<file path="src/rtl/dyn_tmin_pkg.sv">
package dyn_tmin_pkg;

  // Register byte addresses are four times the printed index
  localparam logic [7:0]  CTRL_ONE_IDX   = 8'h0B;
  localparam logic [7:0]  CTRL_TWO_IDX   = 8'h0C;
  localparam logic [7:0]  LOCK_IDX       = 8'h10;
  localparam logic [7:0]  OPPT_A_IDX     = 8'h11;
  localparam logic [7:0]  OPPT_B_IDX     = 8'h12;
  localparam logic [7:0]  STATUS_IDX     = 8'h13;

  localparam logic [7:0]  CTRL_ONE_RESET = 8'h00;
  localparam logic [7:0]  CTRL_TWO_RESET = 8'h00;
  localparam logic [7:0]  OPPT_RESET     = 8'h7F;

  localparam int          EN_A_BIT       = 0;
  localparam int          EN_B_BIT       = 1;
  localparam int          AA_BIT         = 2;
  localparam int          AB_BIT         = 3;
  localparam int          BA_BIT         = 4;
  localparam int          BB_BIT         = 5;
  localparam int          CTRL_ONE_USED  = 6;
  localparam int          DELAY_LSB      = 0;
  localparam int          DELAY_W        = 3;

  // Decrease wait is 8 << code, increase wait 16 << code
  localparam logic [11:0] DEC_BASE_CYC   = 12'h008;
  localparam logic [11:0] INC_BASE_CYC   = 12'h010;

  localparam logic [1:0]  RESP_OKAY      = 2'h0;
  localparam logic [1:0]  RESP_SLVERR    = 2'h2;

endpackage : dyn_tmin_pkg

</file>
<file path="src/rtl/adj_pace_if.sv">
`timescale 1ns/1ps
interface adj_pace_if;
  logic       tick;
  logic       enable;
  logic       step_dec;
  logic       step_inc;
  logic [2:0] delay_code;
  logic       allow;
  modport pace (input tick, enable, step_dec, step_inc, delay_code, output allow);
  modport user (output tick, enable, step_dec, step_inc, delay_code, input allow);
endinterface : adj_pace_if

</file>
<file path="src/rtl/dyn_tmin_ctrl.sv">
// The AXI4-Lite interface to the registers is this design's own decision.
`timescale 1ns/1ps
module dyn_tmin_ctrl #(
  parameter int TW = 8
) (
  // Clock and reset
  input  wire logic          aclk,
  input  wire logic          aresetn,
  // AXI4-Lite write address and data
  input  wire logic [31:0]   s_axi_awaddr,
  input  wire logic          s_axi_awvalid,
  output logic               s_axi_awready,
  input  wire logic [31:0]   s_axi_wdata,
  input  wire logic [3:0]    s_axi_wstrb,
  input  wire logic          s_axi_wvalid,
  output logic               s_axi_wready,
  // AXI4-Lite write response
  output logic [1:0]         s_axi_bresp,
  output logic               s_axi_bvalid,
  input  wire logic          s_axi_bready,
  // AXI4-Lite read
  input  wire logic [31:0]   s_axi_araddr,
  input  wire logic          s_axi_arvalid,
  output logic               s_axi_arready,
  output logic [31:0]        s_axi_rdata,
  output logic [1:0]         s_axi_rresp,
  output logic               s_axi_rvalid,
  input  wire logic          s_axi_rready,
  // Device context
  input  wire logic          soft_reset,
  input  wire logic          monitor_tick,
  input  wire logic          thermal_alarm_pin_a_n,
  input  wire logic          thermal_alarm_pin_b_n,
  input  wire logic [TW-1:0] temp_sensor_a,
  input  wire logic [TW-1:0] temp_sensor_b,
  // Loop requests for threshold changes
  input  wire logic          req_dec_a,
  input  wire logic          req_inc_a,
  input  wire logic          req_dec_b,
  input  wire logic          req_inc_b,
  // Adjustment grants
  output logic               adjust_a_q,
  output logic               adjust_b_q,
  output logic               step_a_q,
  output logic               step_b_q
);
  typedef enum logic [1:0] {W_IDLE, W_RESP} wr_state_t;

  wr_state_t     wr_state_q;
  logic          aw_held_q;
  logic          w_held_q;
  logic [7:0]    aw_idx_q;
  logic [8:0]    aw_word;
  logic [8:0]    ar_word;
  logic [7:0]    w_data_q;
  logic          w_lane_q;
  logic [7:0]    ctrl_one_q;
  logic [7:0]    ctrl_two_q;
  logic          lock_q;
  logic [TW-1:0] oppt_a_q;
  logic [TW-1:0] oppt_b_q;
  logic          alarm_a_q;
  logic          alarm_b_q;
  logic          cap_a;
  logic          cap_b;
  logic          do_write;
  logic          wr_ok;

  // Word index from a byte address; misaligned or out-of-page gives no match
  function automatic logic [8:0] word_idx(input logic [31:0] addr);
    if (addr[1:0] != 2'h0 || addr[31:10] != 22'h0)
      return 9'h100;
    return {1'b0, addr[9:2]};
  endfunction

  function automatic logic mapped(input logic [8:0] idx);
    return idx == {1'b0, dyn_tmin_pkg::CTRL_ONE_IDX} || idx == {1'b0, dyn_tmin_pkg::CTRL_TWO_IDX}
        || idx == {1'b0, dyn_tmin_pkg::LOCK_IDX}     || idx == {1'b0, dyn_tmin_pkg::OPPT_A_IDX}
        || idx == {1'b0, dyn_tmin_pkg::OPPT_B_IDX}   || idx == {1'b0, dyn_tmin_pkg::STATUS_IDX};
  endfunction

  assign aw_word = word_idx(s_axi_awaddr);
  assign ar_word = word_idx(s_axi_araddr);

  // Write channel: address and data taken in either order, response after both
  always_ff @(posedge aclk) begin
    if (!aresetn) begin
      aw_held_q <= 1'b0;
      w_held_q  <= 1'b0;
      aw_idx_q  <= 8'h00;
      w_data_q  <= 8'h00;
      w_lane_q  <= 1'b0;
    end else if (do_write) begin
      aw_held_q <= 1'b0;
      w_held_q  <= 1'b0;
    end else begin
      if (s_axi_awvalid && s_axi_awready) begin
        aw_held_q <= 1'b1;
        aw_idx_q  <= mapped(aw_word) ? aw_word[7:0] : 8'hFF;
      end
      if (s_axi_wvalid && s_axi_wready) begin
        w_held_q <= 1'b1;
        w_data_q <= s_axi_wdata[7:0];
        w_lane_q <= s_axi_wstrb[0];
      end
    end
  end

  assign do_write      = aw_held_q && w_held_q && wr_state_q == W_IDLE;
  assign wr_ok         = aw_idx_q != 8'hFF;

  // Ready launches from a flop; it tracks an idle channel with an empty holding slot
  always_ff @(posedge aclk) begin
    if (!aresetn) begin
      s_axi_awready <= 1'b0;
      s_axi_wready  <= 1'b0;
    end else if (do_write) begin
      s_axi_awready <= 1'b0;
      s_axi_wready  <= 1'b0;
    end else if (wr_state_q == W_RESP) begin
      s_axi_awready <= s_axi_bready;
      s_axi_wready  <= s_axi_bready;
    end else begin
      s_axi_awready <= !aw_held_q && !(s_axi_awvalid && s_axi_awready);
      s_axi_wready  <= !w_held_q && !(s_axi_wvalid && s_axi_wready);
    end
  end

  always_ff @(posedge aclk) begin
    if (!aresetn) begin
      wr_state_q   <= W_IDLE;
      s_axi_bvalid <= 1'b0;
      s_axi_bresp  <= dyn_tmin_pkg::RESP_OKAY;
    end else begin
      case (wr_state_q)
        W_IDLE: begin
          if (do_write) begin
            wr_state_q   <= W_RESP;
            s_axi_bvalid <= 1'b1;
            s_axi_bresp  <= wr_ok ? dyn_tmin_pkg::RESP_OKAY : dyn_tmin_pkg::RESP_SLVERR;
          end
        end
        W_RESP: begin
          if (s_axi_bready) begin
            wr_state_q   <= W_IDLE;
            s_axi_bvalid <= 1'b0;
          end
        end
        default: wr_state_q <= W_IDLE;
      endcase
    end
  end

  // Control one: reset and soft reset clear it, lock freezes it
  always_ff @(posedge aclk) begin
    if (!aresetn || soft_reset) begin
      ctrl_one_q <= dyn_tmin_pkg::CTRL_ONE_RESET;
    end else if (do_write && w_lane_q && !lock_q && aw_idx_q == dyn_tmin_pkg::CTRL_ONE_IDX) begin
      ctrl_one_q <= w_data_q;
    end
  end

  always_ff @(posedge aclk) begin
    if (!aresetn || soft_reset) begin
      ctrl_two_q <= dyn_tmin_pkg::CTRL_TWO_RESET;
    end else if (do_write && w_lane_q && !lock_q && aw_idx_q == dyn_tmin_pkg::CTRL_TWO_IDX) begin
      ctrl_two_q <= w_data_q;
    end
  end

  // Lock is sticky until a power-on reset, as a lock must survive soft reset
  always_ff @(posedge aclk) begin
    if (!aresetn) begin
      lock_q <= 1'b0;
    end else if (do_write && w_lane_q && aw_idx_q == dyn_tmin_pkg::LOCK_IDX && w_data_q[0]) begin
      lock_q <= 1'b1;
    end
  end

  // Alarm pins are active low; capture on the falling edge of the pin
  always_ff @(posedge aclk) begin
    if (!aresetn) begin
      alarm_a_q <= 1'b0;
      alarm_b_q <= 1'b0;
    end else begin
      alarm_a_q <= !thermal_alarm_pin_a_n;
      alarm_b_q <= !thermal_alarm_pin_b_n;
    end
  end

  // Reserved bits 7:6 feed nothing
  assign cap_a = (!thermal_alarm_pin_a_n && !alarm_a_q && ctrl_one_q[dyn_tmin_pkg::AA_BIT])
              || (!thermal_alarm_pin_b_n && !alarm_b_q && ctrl_one_q[dyn_tmin_pkg::BA_BIT]);
  assign cap_b = (!thermal_alarm_pin_a_n && !alarm_a_q && ctrl_one_q[dyn_tmin_pkg::AB_BIT])
              || (!thermal_alarm_pin_b_n && !alarm_b_q && ctrl_one_q[dyn_tmin_pkg::BB_BIT]);

  // Operating points: capture outranks a software write in the same cycle
  always_ff @(posedge aclk) begin
    if (!aresetn || soft_reset) begin
      oppt_a_q <= TW'(dyn_tmin_pkg::OPPT_RESET);
    end else if (cap_a && temp_sensor_a < oppt_a_q) begin
      oppt_a_q <= temp_sensor_a;
    end else if (do_write && w_lane_q && aw_idx_q == dyn_tmin_pkg::OPPT_A_IDX) begin
      oppt_a_q <= TW'(w_data_q);
    end
  end

  always_ff @(posedge aclk) begin
    if (!aresetn || soft_reset) begin
      oppt_b_q <= TW'(dyn_tmin_pkg::OPPT_RESET);
    end else if (cap_b && temp_sensor_b < oppt_b_q) begin
      oppt_b_q <= temp_sensor_b;
    end else if (do_write && w_lane_q && aw_idx_q == dyn_tmin_pkg::OPPT_B_IDX) begin
      oppt_b_q <= TW'(w_data_q);
    end
  end

  // Pacing of threshold changes; sensor B shares the sensor A delay code
  adj_pace_if pace_a ();
  adj_pace_if pace_b ();

  assign pace_a.tick       = monitor_tick;
  assign pace_a.enable     = ctrl_one_q[dyn_tmin_pkg::EN_A_BIT];
  assign pace_a.step_dec   = req_dec_a && pace_a.allow;
  assign pace_a.step_inc   = req_inc_a && !req_dec_a && pace_a.allow;
  assign pace_a.delay_code = ctrl_two_q[dyn_tmin_pkg::DELAY_LSB +: dyn_tmin_pkg::DELAY_W];
  assign pace_b.tick       = monitor_tick;
  assign pace_b.enable     = ctrl_one_q[dyn_tmin_pkg::EN_B_BIT];
  assign pace_b.step_dec   = req_dec_b && pace_b.allow;
  assign pace_b.step_inc   = req_inc_b && !req_dec_b && pace_b.allow;
  assign pace_b.delay_code = ctrl_two_q[dyn_tmin_pkg::DELAY_LSB +: dyn_tmin_pkg::DELAY_W];

  adj_pacer u_pace_a (
    .aclk    (aclk),
    .aresetn (aresetn),
    .pif     (pace_a.pace)
  );

  adj_pacer u_pace_b (
    .aclk    (aclk),
    .aresetn (aresetn),
    .pif     (pace_b.pace)
  );

  always_ff @(posedge aclk) begin
    if (!aresetn) begin
      adjust_a_q <= 1'b0;
      adjust_b_q <= 1'b0;
      step_a_q   <= 1'b0;
      step_b_q   <= 1'b0;
    end else begin
      adjust_a_q <= pace_a.enable;
      adjust_b_q <= pace_b.enable;
      step_a_q   <= pace_a.step_dec || pace_a.step_inc;
      step_b_q   <= pace_b.step_dec || pace_b.step_inc;
    end
  end

  // Read channel: one cycle after the address is taken
  always_ff @(posedge aclk) begin
    if (!aresetn) begin
      s_axi_arready <= 1'b0;
      s_axi_rvalid  <= 1'b0;
      s_axi_rdata   <= 32'h00000000;
      s_axi_rresp   <= dyn_tmin_pkg::RESP_OKAY;
    end else if (s_axi_arvalid && s_axi_arready) begin
      s_axi_arready <= 1'b0;
      s_axi_rvalid  <= 1'b1;
      s_axi_rresp   <= mapped(ar_word) ? dyn_tmin_pkg::RESP_OKAY : dyn_tmin_pkg::RESP_SLVERR;
      case (ar_word)
        {1'b0, dyn_tmin_pkg::CTRL_ONE_IDX}: s_axi_rdata <= {24'h000000, ctrl_one_q};
        {1'b0, dyn_tmin_pkg::CTRL_TWO_IDX}: s_axi_rdata <= {24'h000000, ctrl_two_q};
        {1'b0, dyn_tmin_pkg::LOCK_IDX}:     s_axi_rdata <= {31'h00000000, lock_q};
        {1'b0, dyn_tmin_pkg::OPPT_A_IDX}:   s_axi_rdata <= 32'(oppt_a_q);
        {1'b0, dyn_tmin_pkg::OPPT_B_IDX}:   s_axi_rdata <= 32'(oppt_b_q);
        {1'b0, dyn_tmin_pkg::STATUS_IDX}:
          s_axi_rdata <= {28'h0000000, pace_b.allow, pace_a.allow, alarm_b_q, alarm_a_q};
        default:                            s_axi_rdata <= 32'h00000000;
      endcase
    end else begin
      // A new address is only taken once the previous data has left
      s_axi_arready <= !s_axi_rvalid || s_axi_rready;
      if (s_axi_rready) begin
        s_axi_rvalid <= 1'b0;
      end
    end
  end

endmodule : dyn_tmin_ctrl

</file>
<file path="src/rtl/adj_pacer.sv">
`timescale 1ns/1ps
// Counts monitoring cycles after each threshold change of one channel
module adj_pacer (
  // Clock and reset
  input  wire logic aclk,
  input  wire logic aresetn,
  // Pacing handshake
  adj_pace_if.pace  pif
);
  logic [11:0] left_q;

  always_ff @(posedge aclk) begin
    if (!aresetn) begin
      left_q <= 12'h000;
    end else if (!pif.enable) begin
      left_q <= 12'h000;
    end else if (pif.step_dec) begin
      left_q <= dyn_tmin_pkg::DEC_BASE_CYC << pif.delay_code;
    end else if (pif.step_inc) begin
      left_q <= dyn_tmin_pkg::INC_BASE_CYC << pif.delay_code;
    end else if (pif.tick && left_q != 12'h000) begin
      left_q <= left_q - 12'h001;
    end
  end

  assign pif.allow = pif.enable && (left_q == 12'h000);
endmodule : adj_pacer

</file>
<file path="config.mk">
export PLATFORM = sky130hd
export DESIGN_NAME = dyn_tmin_ctrl
export DESIGN_NICKNAME = d
export VERILOG_FILES = /design/src/rtl/dyn_tmin_pkg.sv /design/src/rtl/adj_pace_if.sv /design/src/rtl/dyn_tmin_ctrl.sv /design/src/rtl/adj_pacer.sv
export SDC_FILE = /design/constraint.sdc
export NUM_CORES = 1
export LEC_CHECK = 0
export BUFFER_PORTS_ARGS = -buffer_cell sky130_fd_sc_hd__buf_2
export CORE_ASPECT_RATIO = 0.75
export CORE_MARGIN = 10
export CORE_UTILIZATION = 40
export DETAILED_ROUTE_END_ITERATION = 10
export GPL_ROUTABILITY_DRIVEN = 0
export PLACE_DENSITY = 0.67
export SLEW_MARGIN = 25
export SYNTH_ARGS = -nofsm -noshare
export SYNTH_HDL_FRONTEND = slang
export SYNTH_HIERARCHICAL = 1
export SYNTH_SLANG_ARGS = --single-unit
</file>
<file path="constraint.sdc">
create_clock -name aclk -period 2.5 [get_ports aclk]
set_input_delay 0.375 -clock aclk [delete_from_list [all_inputs] [get_ports aclk]]
set_output_delay 0.375 -clock aclk [all_outputs]
set_load 0.03 [all_outputs]
</file>
# Yosys cells after proc, flatten, opt, wreduce, memory -nomap -nowiden
# Cells that the tools add are included.
[word_totals] ff_bits=125 elab_cells=174
[classes] add_sub_neg=2 n_lt_le_gt_ge=2 n_eq_ne=21 shift=2 n_mux=30 bitwise_logic=2 n_reduce_logical=88
[ops] operator="9-bit by 5-bit equality test with 1-bit output (second input constant)" n=8
[ops] operator="12-bit two-way mux" n=6
[ops] operator="8-bit one-hot mux with 6 select lines" n=1
[ops] operator="22-bit nonzero test" n=2
[ops] operator="8-bit two-way mux" n=5
[ops] operator="9-bit by 4-bit equality test with 1-bit output (second input constant)" n=4
[ops] operator="9-bit two-way mux" n=4
[ops] operator="1-bit logical AND" n=33
[ops] operator="8-bit by 5-bit equality test with 1-bit output (second input constant)" n=3
[ops] operator="12-bit logical NOT" n=2
[ops] operator="12-bit nonzero test" n=2
[ops] operator="12-bit by 1-bit subtractor with 12-bit output (second input constant)" n=2
[ops] operator="1-bit logical OR" n=18
[ops] operator="8-bit by 4-bit equality test with 1-bit output (second input constant)" n=2
[ops] operator="8-bit < comparator" n=2
[ops] operator="1-bit logical NOT" n=13
[ops] operator="2-bit AND reduction" n=6
[ops] operator="2-bit nonzero test" n=6
[ops] operator="4-bit by 3-bit << shifter with 12-bit output (first input constant)" n=1
[ops] operator="5-bit by 3-bit << shifter with 12-bit output (first input constant)" n=1
[ops] operator="1-bit two-way mux" n=8
[ops] operator="2-bit two-way mux" n=4
[ops] operator="8-bit != test (second input constant)" n=1
[ops] operator="3-bit nonzero test" n=2
[ops] operator="8 further kinds" n=11

# Depth between registers and ports, before layout
# Gate-level depths: netlist of run 1.
[logic_depth] word_depth=11 depth_mapped=11

# Cells and area by module
# The synthesis of run 1 kept the hierarchy.
[modules_own_cells] mod="dyn_tmin_ctrl" n_inst=1 cells_per_inst=454 area_per_inst_um2=4045.1
[modules_own_cells] mod="adj_pacer" n_inst=2 cells_per_inst=124 area_per_inst_um2=959.7

# Worst setup path before layout of run 1
# No wires, ideal clock.
[synth_timing] kind="register to register" startpoint="reg u_pace_a.left_q[4]" endpoint="reg u_pace_a.left_q[9]" arrival_ns=2.389 slack_ns=0.016 stages_incl_launch_ff=10 path_buffers=1 synth_period_minus_slack_ns=2.484 cell_sequence="dfxtp_1 -> or4_1 -> buf_6 -> nor2_1 -> and4_1 -> and3b_1 -> nor4bb_1 -> o21ai_0 -> a22o_1 -> a221oi_1"
[synth_via] elab_chain_cells=5
[synth_lines] element="start, declared" line="adj_pacer.sv:10" text="logic [11:0] left_q;"
[synth_lines] element="start signal, assigned" line="adj_pacer.sv:18" text="left_q <= dyn_tmin_pkg::DEC_BASE_CYC << pif.delay_code;"
[synth_lines] element="start signal, assigned" line="adj_pacer.sv:20" text="left_q <= dyn_tmin_pkg::INC_BASE_CYC << pif.delay_code;"
[synth_lines] element="start signal, assigned" line="adj_pacer.sv:22" text="left_q <= left_q - 12'h001;"
[synth_lines] element="12-bit logical NOT (*)" line="adj_pacer.sv:26" text="assign pif.allow = pif.enable && (left_q == 12'h000);"
[synth_lines] element="1-bit logical AND (*)" line="adj_pacer.sv:26"
[synth_lines] element="via pace_a.allow" line="adj_pace_if.sv:8" text="logic allow;"
[synth_lines] element="1-bit logical AND (*)" line="dyn_tmin_ctrl.sv:225" text="assign pace_a.step_inc = req_inc_a && !req_dec_a && pace_a.allow;"
[synth_lines] element="via pace_a.step_inc" line="adj_pace_if.sv:6" text="logic step_inc;"
[synth_lines] element="12-bit two-way mux" line="adj_pacer.sv:19" text="end else if (pif.step_inc) begin"
[synth_lines] element="12-bit two-way mux" line="adj_pacer.sv:17" text="end else if (pif.step_dec) begin"
# The timed path passes the listed nets; every way through them passes the cells marked *. The select of a mux whose other input is x is not followed.
# A chain may end at the register's enable or synchronous reset.

# Worst setup path after layout of run 1
[layout_timing] startpoint="reg u_pace_a.left_q[4]" endpoint="reg u_pace_a.left_q[9]"
[layout_rtl] element="12-bit logical NOT (*)" line="adj_pacer.sv:26"
[layout_rtl] element="1-bit logical AND (*)" line="adj_pacer.sv:26"
[layout_rtl] element="via pace_a.allow" line="adj_pace_if.sv:8"
[layout_rtl] element="1-bit logical AND (*)" line="dyn_tmin_ctrl.sv:224" text="assign pace_a.step_dec = req_dec_a && pace_a.allow;"
[layout_rtl] element="via pace_a.step_dec" line="adj_pace_if.sv:5" text="logic step_dec;"
[layout_rtl] element="3-bit nonzero test (no line) / 12-bit two-way mux (equally long branches)"
# Marked as above.

==> results of run 1 <==
[through the flow]
step | total power [mW] | instance area, µm² | hold WS [ns] | cells | setup WS (ns)
floorplan | 1.87 | 6060 | 0.437 | 727 | 0.0158
CTS | 3.48 | 7210 | 0.226 | 1046 | 0.00521
global route | 3.58 | 7270 | 0.223 | 1046 | -0.0295
global placement | 1.98 | 6880 | 0.447 | 1032 | 0.0530
finish | 3.45 | 7270 | 0.230 | 1048 | 0.106
detailed placement | 1.98 | 6880 | 0.454 | 1032 | -0.0177
[flip-flops by register name (all words and copies together), names as in the netlist, 8 cells and up]
signal           count
u_pace_a/left_q     12
u_pace_b/left_q     12
aw_idx_q             8
ctrl_one_q           8
ctrl_two_q           8
oppt_a_q             8
oppt_b_q             8
s_axi_rdata          8
w_data_q             8
[worst max-delay path, cell delays in order, from the launching register on]
cell	delay (ns)
dfxtp_1	0.31
or4_4	0.54
nor2_1	0.11
and4_1	0.19
buf_4	0.15
and2_4	0.19
and3b_1	0.19
o21ai_1	0.11
a22o_1	0.27
a221oi_2	0.24
[report_power, final]
part	internal, mW	total (mW)	switching [mW]
logic	0.129	0.341	0.211
registers	1.58	1.61	0.0395
clock network	0.919	1.49	0.576
total	2.62	3.45	0.827
[worst min-delay path by stage]
stage,slack [ns],from,end
6_report,0.23,thermal_alarm_pin_a_n,alarm_a_q
5_1_grt,0.22,thermal_alarm_pin_a_n,alarm_a_q
4_1_cts,0.23,thermal_alarm_pin_a_n,alarm_a_q
3_5_place_dp,0.45,s_axi_rdata[5],s_axi_rdata[5]
3_3_place_gp,0.45,s_axi_rdata[6],s_axi_rdata[6]
2_1_floorplan,0.44,w_lane_q,w_lane_q
[timing repair]
action,4_1_cts,5_1_grt
resized for setup,2,17
buffers inserted,0,0
pin swaps,0,6
hold buffers,0,0
endpoints found under the setup margin,2,10
[metal layers]
layer / vias to the layer above / wire length (µm)
met5: - / 0
met4: 0 / 244
met3: 16 / 1500
met2: 188 / 7750
met1: 2714 / 8850
li1: 2898 / -
[final cells by class]
| cell class | instances | area, µm² |
|---|---|---|
| antenna | 2 | 5.00 |
| clock buffer | 11 | 253 |
| clock inverter | 3 | 65.1 |
| fill | 1453 | 7270 |
| inverter | 29 | 109 |
| multi-input combinational | 539 | 3700 |
| sequential | 97 | 1940 |
| tap | 200 | 250 |
| timing repair buffer | 167 | 948 |
[placed cells by master, fill, tap and decap left out, types with 5 or more instances in the layout]
cell type and n:
nand4_1 15, o211a_1 7, nor2_1 54, o21ai_0 12
clkbuf_16 9, buf_4 45, and3_1 6, a31oi_1 9
dfxtp_1 97, nand3_1 23, buf_2 122, a22oi_1 11
conb_1 26, nor4_1 20, o211ai_1 8, nand2b_1 13
nand2_1 58, mux2i_1 22, inv_1 27, nor3b_1 5
o21ai_1 10, a2111oi_0 7, or3_1 6, a21oi_1 45
nand4b_1 7, a41oi_1 7, and2_1 7, o22ai_1 7
nor2b_1 8, ha_1 18, nor3_1 16
[cell families after synthesis]
logic type / after synthesis / synth area share
simple gates: 285 / 0.274
compound gates: 183 / 0.231
flops: 97 / 0.326
buf+inv: 91 / 0.0814
mux: 27 / 0.0489
fa+ha+maj: 18 / 0.0378
other cells: 1 / 0.000629
==> flow_metrics.tcl, run 1 <==
set metrics [dict create \
    async_reset_ff_frac 0 \
    synthCells 702 \
    rows 38 \
    outcome "completed" \
    grt_overflow 0 \
    fin_crit_sh 0.958 \
    synth_most_common_cell "dfxtp_1" \
    leakage_nw 3.23 \
    hold_path_class "input port to flip-flop" \
    slew_headroom 0.415 \
    cts_tree "done" \
    rsz0062_at_grt "yes" \
    ff2ff_setup_slack_ns 0.11 \
    gr-usage-met3 0.0527 \
    max_freq_ghz 0.418 \
    worstReg2RegEnd "u_pace_a/left_q[9]" \
    nets 992 \
    critPathMaxFanout 7 \
    vias 5816 \
    grt_util_all_layers 0.171 \
    cp-end-kind "flip-flop" \
    first_pass_iters 5 \
    die_h_um 126 \
    drc_errors 0 \
    die-area_um2 20200 \
    met2_usage 0.245 \
    grt_max_degree 25 \
    ys_seq_area_frac 0.326 \
    grt_pass1_wl_um 29000 \
    clk_pin_slew_ns 0.07 \
    ys_ff_latch 97 \
    grt_pass1_vias 5559 \
    tightest_slew_ns 0.876 \
    hold_viol_final 0 \
    setup_tns_ns 0 \
    synth_top_area_share 0.326 \
    cts_sinks 97 \
    drtAntennaViolNets 0 \
    top_usage_layer "met2" \
    cap_violations 0 \
    area_growth_pct 22.0 \
    setup_viol 0 \
    maxSlewViolCount 0 \
    crit_start "u_pace_a/left_q[4]" \
    ys_types 77 \
    path_class "flip-flop to flip-flop" \
    synth_edf_count 0 \
    vdd_drop_max_v 0.000320 \
    postSynthAreaPerCell_um2 8.50 \
    clk_path_buf_depth 2 \
    synthTopCellsByArea "dfxtp_1 (33%), a21oi_1 (3.8%), ha_1 (3.8%)" \
    die_w_um 161 \
    critical_path_arrival_ns 2.65 \
    synth_area_um2 5960 \
    cp-endpoint "u_pace_a/left_q[9]" \
    min_period_ns 2.39 \
    num_io_pins 176 \
    r2r_cells 9 \
    startpoint_type "flip-flop" \
    synth.largest_area_cell "dfxtp_1" \
    p_per_area_nw_per_um2 474 \
    whs_path_depth 2 \
    drive_above_1_share 0.265 \
    coreArea_um2 14500 \
    wl_per_cell_um 17.5 \
    wl_um 18300 \
    yosys_warnings 6 \
    h-tree-depth 3 \
    numCtsBuffers 9 \
    final_core_util 0.500 \
    first_iter_violations 487 \
    fin_skew_ns 0.00599 \
    synth_ff_type "dfxtp_1" \
    start_util 0.410 \
    crit_required_ns 2.75 \
    antenna_found_initial 2 \
    grt_use_met1 0.243 \
    clkLatencyLatePin_ns 0.34 \
    synth_common_cells "dfxtp_1 (97), nand2_1 (58), nor2_1 (54)" \
    drt-vias-per-instance 5.55 \
    port_buffers 122 \
    reg2reg_from "u_pace_a/left_q[4]" \
    clock_tree.root_cell "clkbuf_16" \
    dp_hpwl_um 14200 \
]
(Power assumes the default switching activity.)
==> inputs of run 2 (changes only) <==
--- a/config.mk
+++ b/config.mk
@@ -9,9 +9,9 @@
 export CORE_ASPECT_RATIO = 0.75
 export CORE_MARGIN = 10
 export CORE_UTILIZATION = 40
+export CTS_BUF_LIST = sky130_fd_sc_hd__clkbuf_16
 export DETAILED_ROUTE_END_ITERATION = 10
 export GPL_ROUTABILITY_DRIVEN = 0
-export PLACE_DENSITY = 0.67
 export SLEW_MARGIN = 25
 export SYNTH_ARGS = -nofsm -noshare
 export SYNTH_HDL_FRONTEND = slang
==> constraint.sdc (replaced) <==
create_clock -name aclk -period 2.9 [get_ports aclk]
set_input_delay 0.435 -clock aclk [delete_from_list [all_inputs] [get_ports aclk]]
set_output_delay 0.435 -clock aclk [all_outputs]
set_load 0.03 [all_outputs]
==> run 2 against run 1 <==
Effect of this change: clock power fell by 13%; via count rose by 1.7%; non-clock buffer count is 37 lower; routed wire length up 2.3%; cell area shrank 4.7%; die area stayed put; critical endpoint is now u_pace_b/left_q[9]; worst setup slack improved by 0.10 ns; register-to-register slack better by 0.10 ns; sequential share of layout area is 1.3 points higher; sequential power is 14% lower.
==> flow_metrics.tcl, run 2 (synthesized netlist as in run 1, its figures left out) <==
set metrics [dict create \
    h-tree-depth 3 \
    wl_per_cell_um 18.6 \
    stdcell_area_um2 6930 \
    n_antenna_cell 0 \
    cts_hold_buf 0 \
    min_period_ns 2.69 \
    grt_pass1_vias 5693 \
    clock_tree.root_cell "clkbuf_16" \
    num_io_pins 176 \
    final_cell_mix "buf_2 (122), dfxtp_1 (96), nand2_1 (58)" \
    hold_viol_final 0 \
    grt_pass1_wl_um 29800 \
    met2_usage 0.266 \
    cts_sinks 97 \
    cts_tree "done" \
    nets 955 \
    setup_tns_ns 0 \
    rows 38 \
    hold_path_class "input port to flip-flop" \
    grt_use_met1 0.240 \
    maxSlewViolCount 0 \
    setup_viol 0 \
    drc_errors 0 \
    first_pass_iters 5 \
    instances_no_fill 1011 \
    grt_overflow 0 \
    final_core_util 0.477 \
    area_growth_pct 16.3 \
    numCtsBuffers 9 \
    max_freq_ghz 0.372 \
    vdd_drop_max_v 0.000247 \
    fin_crit_sh 0.928 \
    die-area_um2 20200 \
    die_h_um 126 \
    critPathMaxFanout 9 \
    tightest_slew_ns 0.886 \
    vias 5915 \
    critical_path_arrival_ns 2.95 \
    crit_required_ns 3.16 \
    mostFrequentLayoutCell "buf_2" \
    port_buffers 122 \
    clkLatencyLatePin_ns 0.36 \
    die_w_um 161 \
    drive_above_1_share 0.223 \
    antenna_found_initial 1 \
    outcome "completed" \
    dpl_cell_area_um2 6600 \
    wl_um 18800 \
    multi_input_area_um2 3640 \
    coreArea_um2 14500 \
    pre_cts_ws_ns 0.161 \
    cap_violations 0 \
    drtAntennaViolNets 0 \
    startpoint_type "flip-flop" \
    fin_skew_ns 0.00784 \
    leakage_nw 3.04 \
    rsz0062_at_grt "yes" \
    fillCellCount 1425 \
    slew_headroom 0.404 \
    drt-vias-per-instance 5.85 \
    reg_top3 "u_pace_a/left_q x12, u_pace_b/left_q x12" \
    placedCellCount 995 \
    post_cts_buffers 0 \
    path_class "flip-flop to flip-flop" \
    first_iter_violations 478 \
    fin_ws_ns 0.209 \
    clk_pin_slew_ns 0.07 \
    grt_util_all_layers 0.178 \
    power.total_mw 2.98 \
    clk_path_buf_depth 2 \
    start_util 0.410 \
    gr-usage-met3 0.0566 \
    top_usage_layer "met2" \
    grt_max_degree 25 \
    holdWs_ns 0.272 \
    dp_hpwl_um 14600 \
    cp-end-kind "flip-flop" \
    regArea_um2 1940 \
    p_per_area_nw_per_um2 429 \
]
[run 2: changes by cell type in the layout (fill, tap and decap cells not counted), sizes merged]
cell	change
buf	-37
diode	-2
bufinv	-1
inv	+5
clkbuf	-2
[run 2: timing repair]
item | in CTS | in global routing
hold endpoints to repair | 0 | 0
gates resized for setup | 0 | 5
setup endpoints to repair | 0 | 2
[run 2: worst paths after layout]
path	to	depth (start not counted)	startpoint	slack (ns)
min reg2reg	s_axi_rdata[7]	2	s_axi_rdata[7]	0.47
max	u_pace_b/left_q[9]	8	u_pace_b/left_q[4]	0.21
min	alarm_a_q	2	thermal_alarm_pin_a_n	0.27
max reg2reg	u_pace_b/left_q[9]	8	u_pace_b/left_q[4]	0.21
[run 2: area by class of cell]
cell class / instances / area share
Inverter: 29 / 0.0157
Clock buffer: 9 / 0.0325
Clock inverter: 7 / 0.0137
Tap cell: 200 / 0.0361
Multi-Input combinational cell: 539 / 0.525
Sequential cell: 97 / 0.280
Timing Repair Buffer: 130 / 0.0967
[run 2: metal layers]
layer  vias up  wire length [µm]
met5         -                 0
met1      2832              8670
met3        23              1590
met2       232              8170
met4         0               327
li1       2828                 -
[run 2: report_power, final]
group,internal [mW],total (mW),switching [mW]
clock network,0.698,1.29,0.590
logic,0.108,0.294,0.186
registers,1.36,1.39,0.0372
total,2.16,2.98,0.813
[run 2: worst max-delay path: stages (launching register included)]
cell and delay [ns]:
dfxtp_1 0.35, or4_1 0.58, nor2_1 0.11, and4_1 0.25
and3b_2 0.28, nor4bb_1 0.31, o21ai_0 0.17, a22o_1 0.25
a221oi_1 0.28
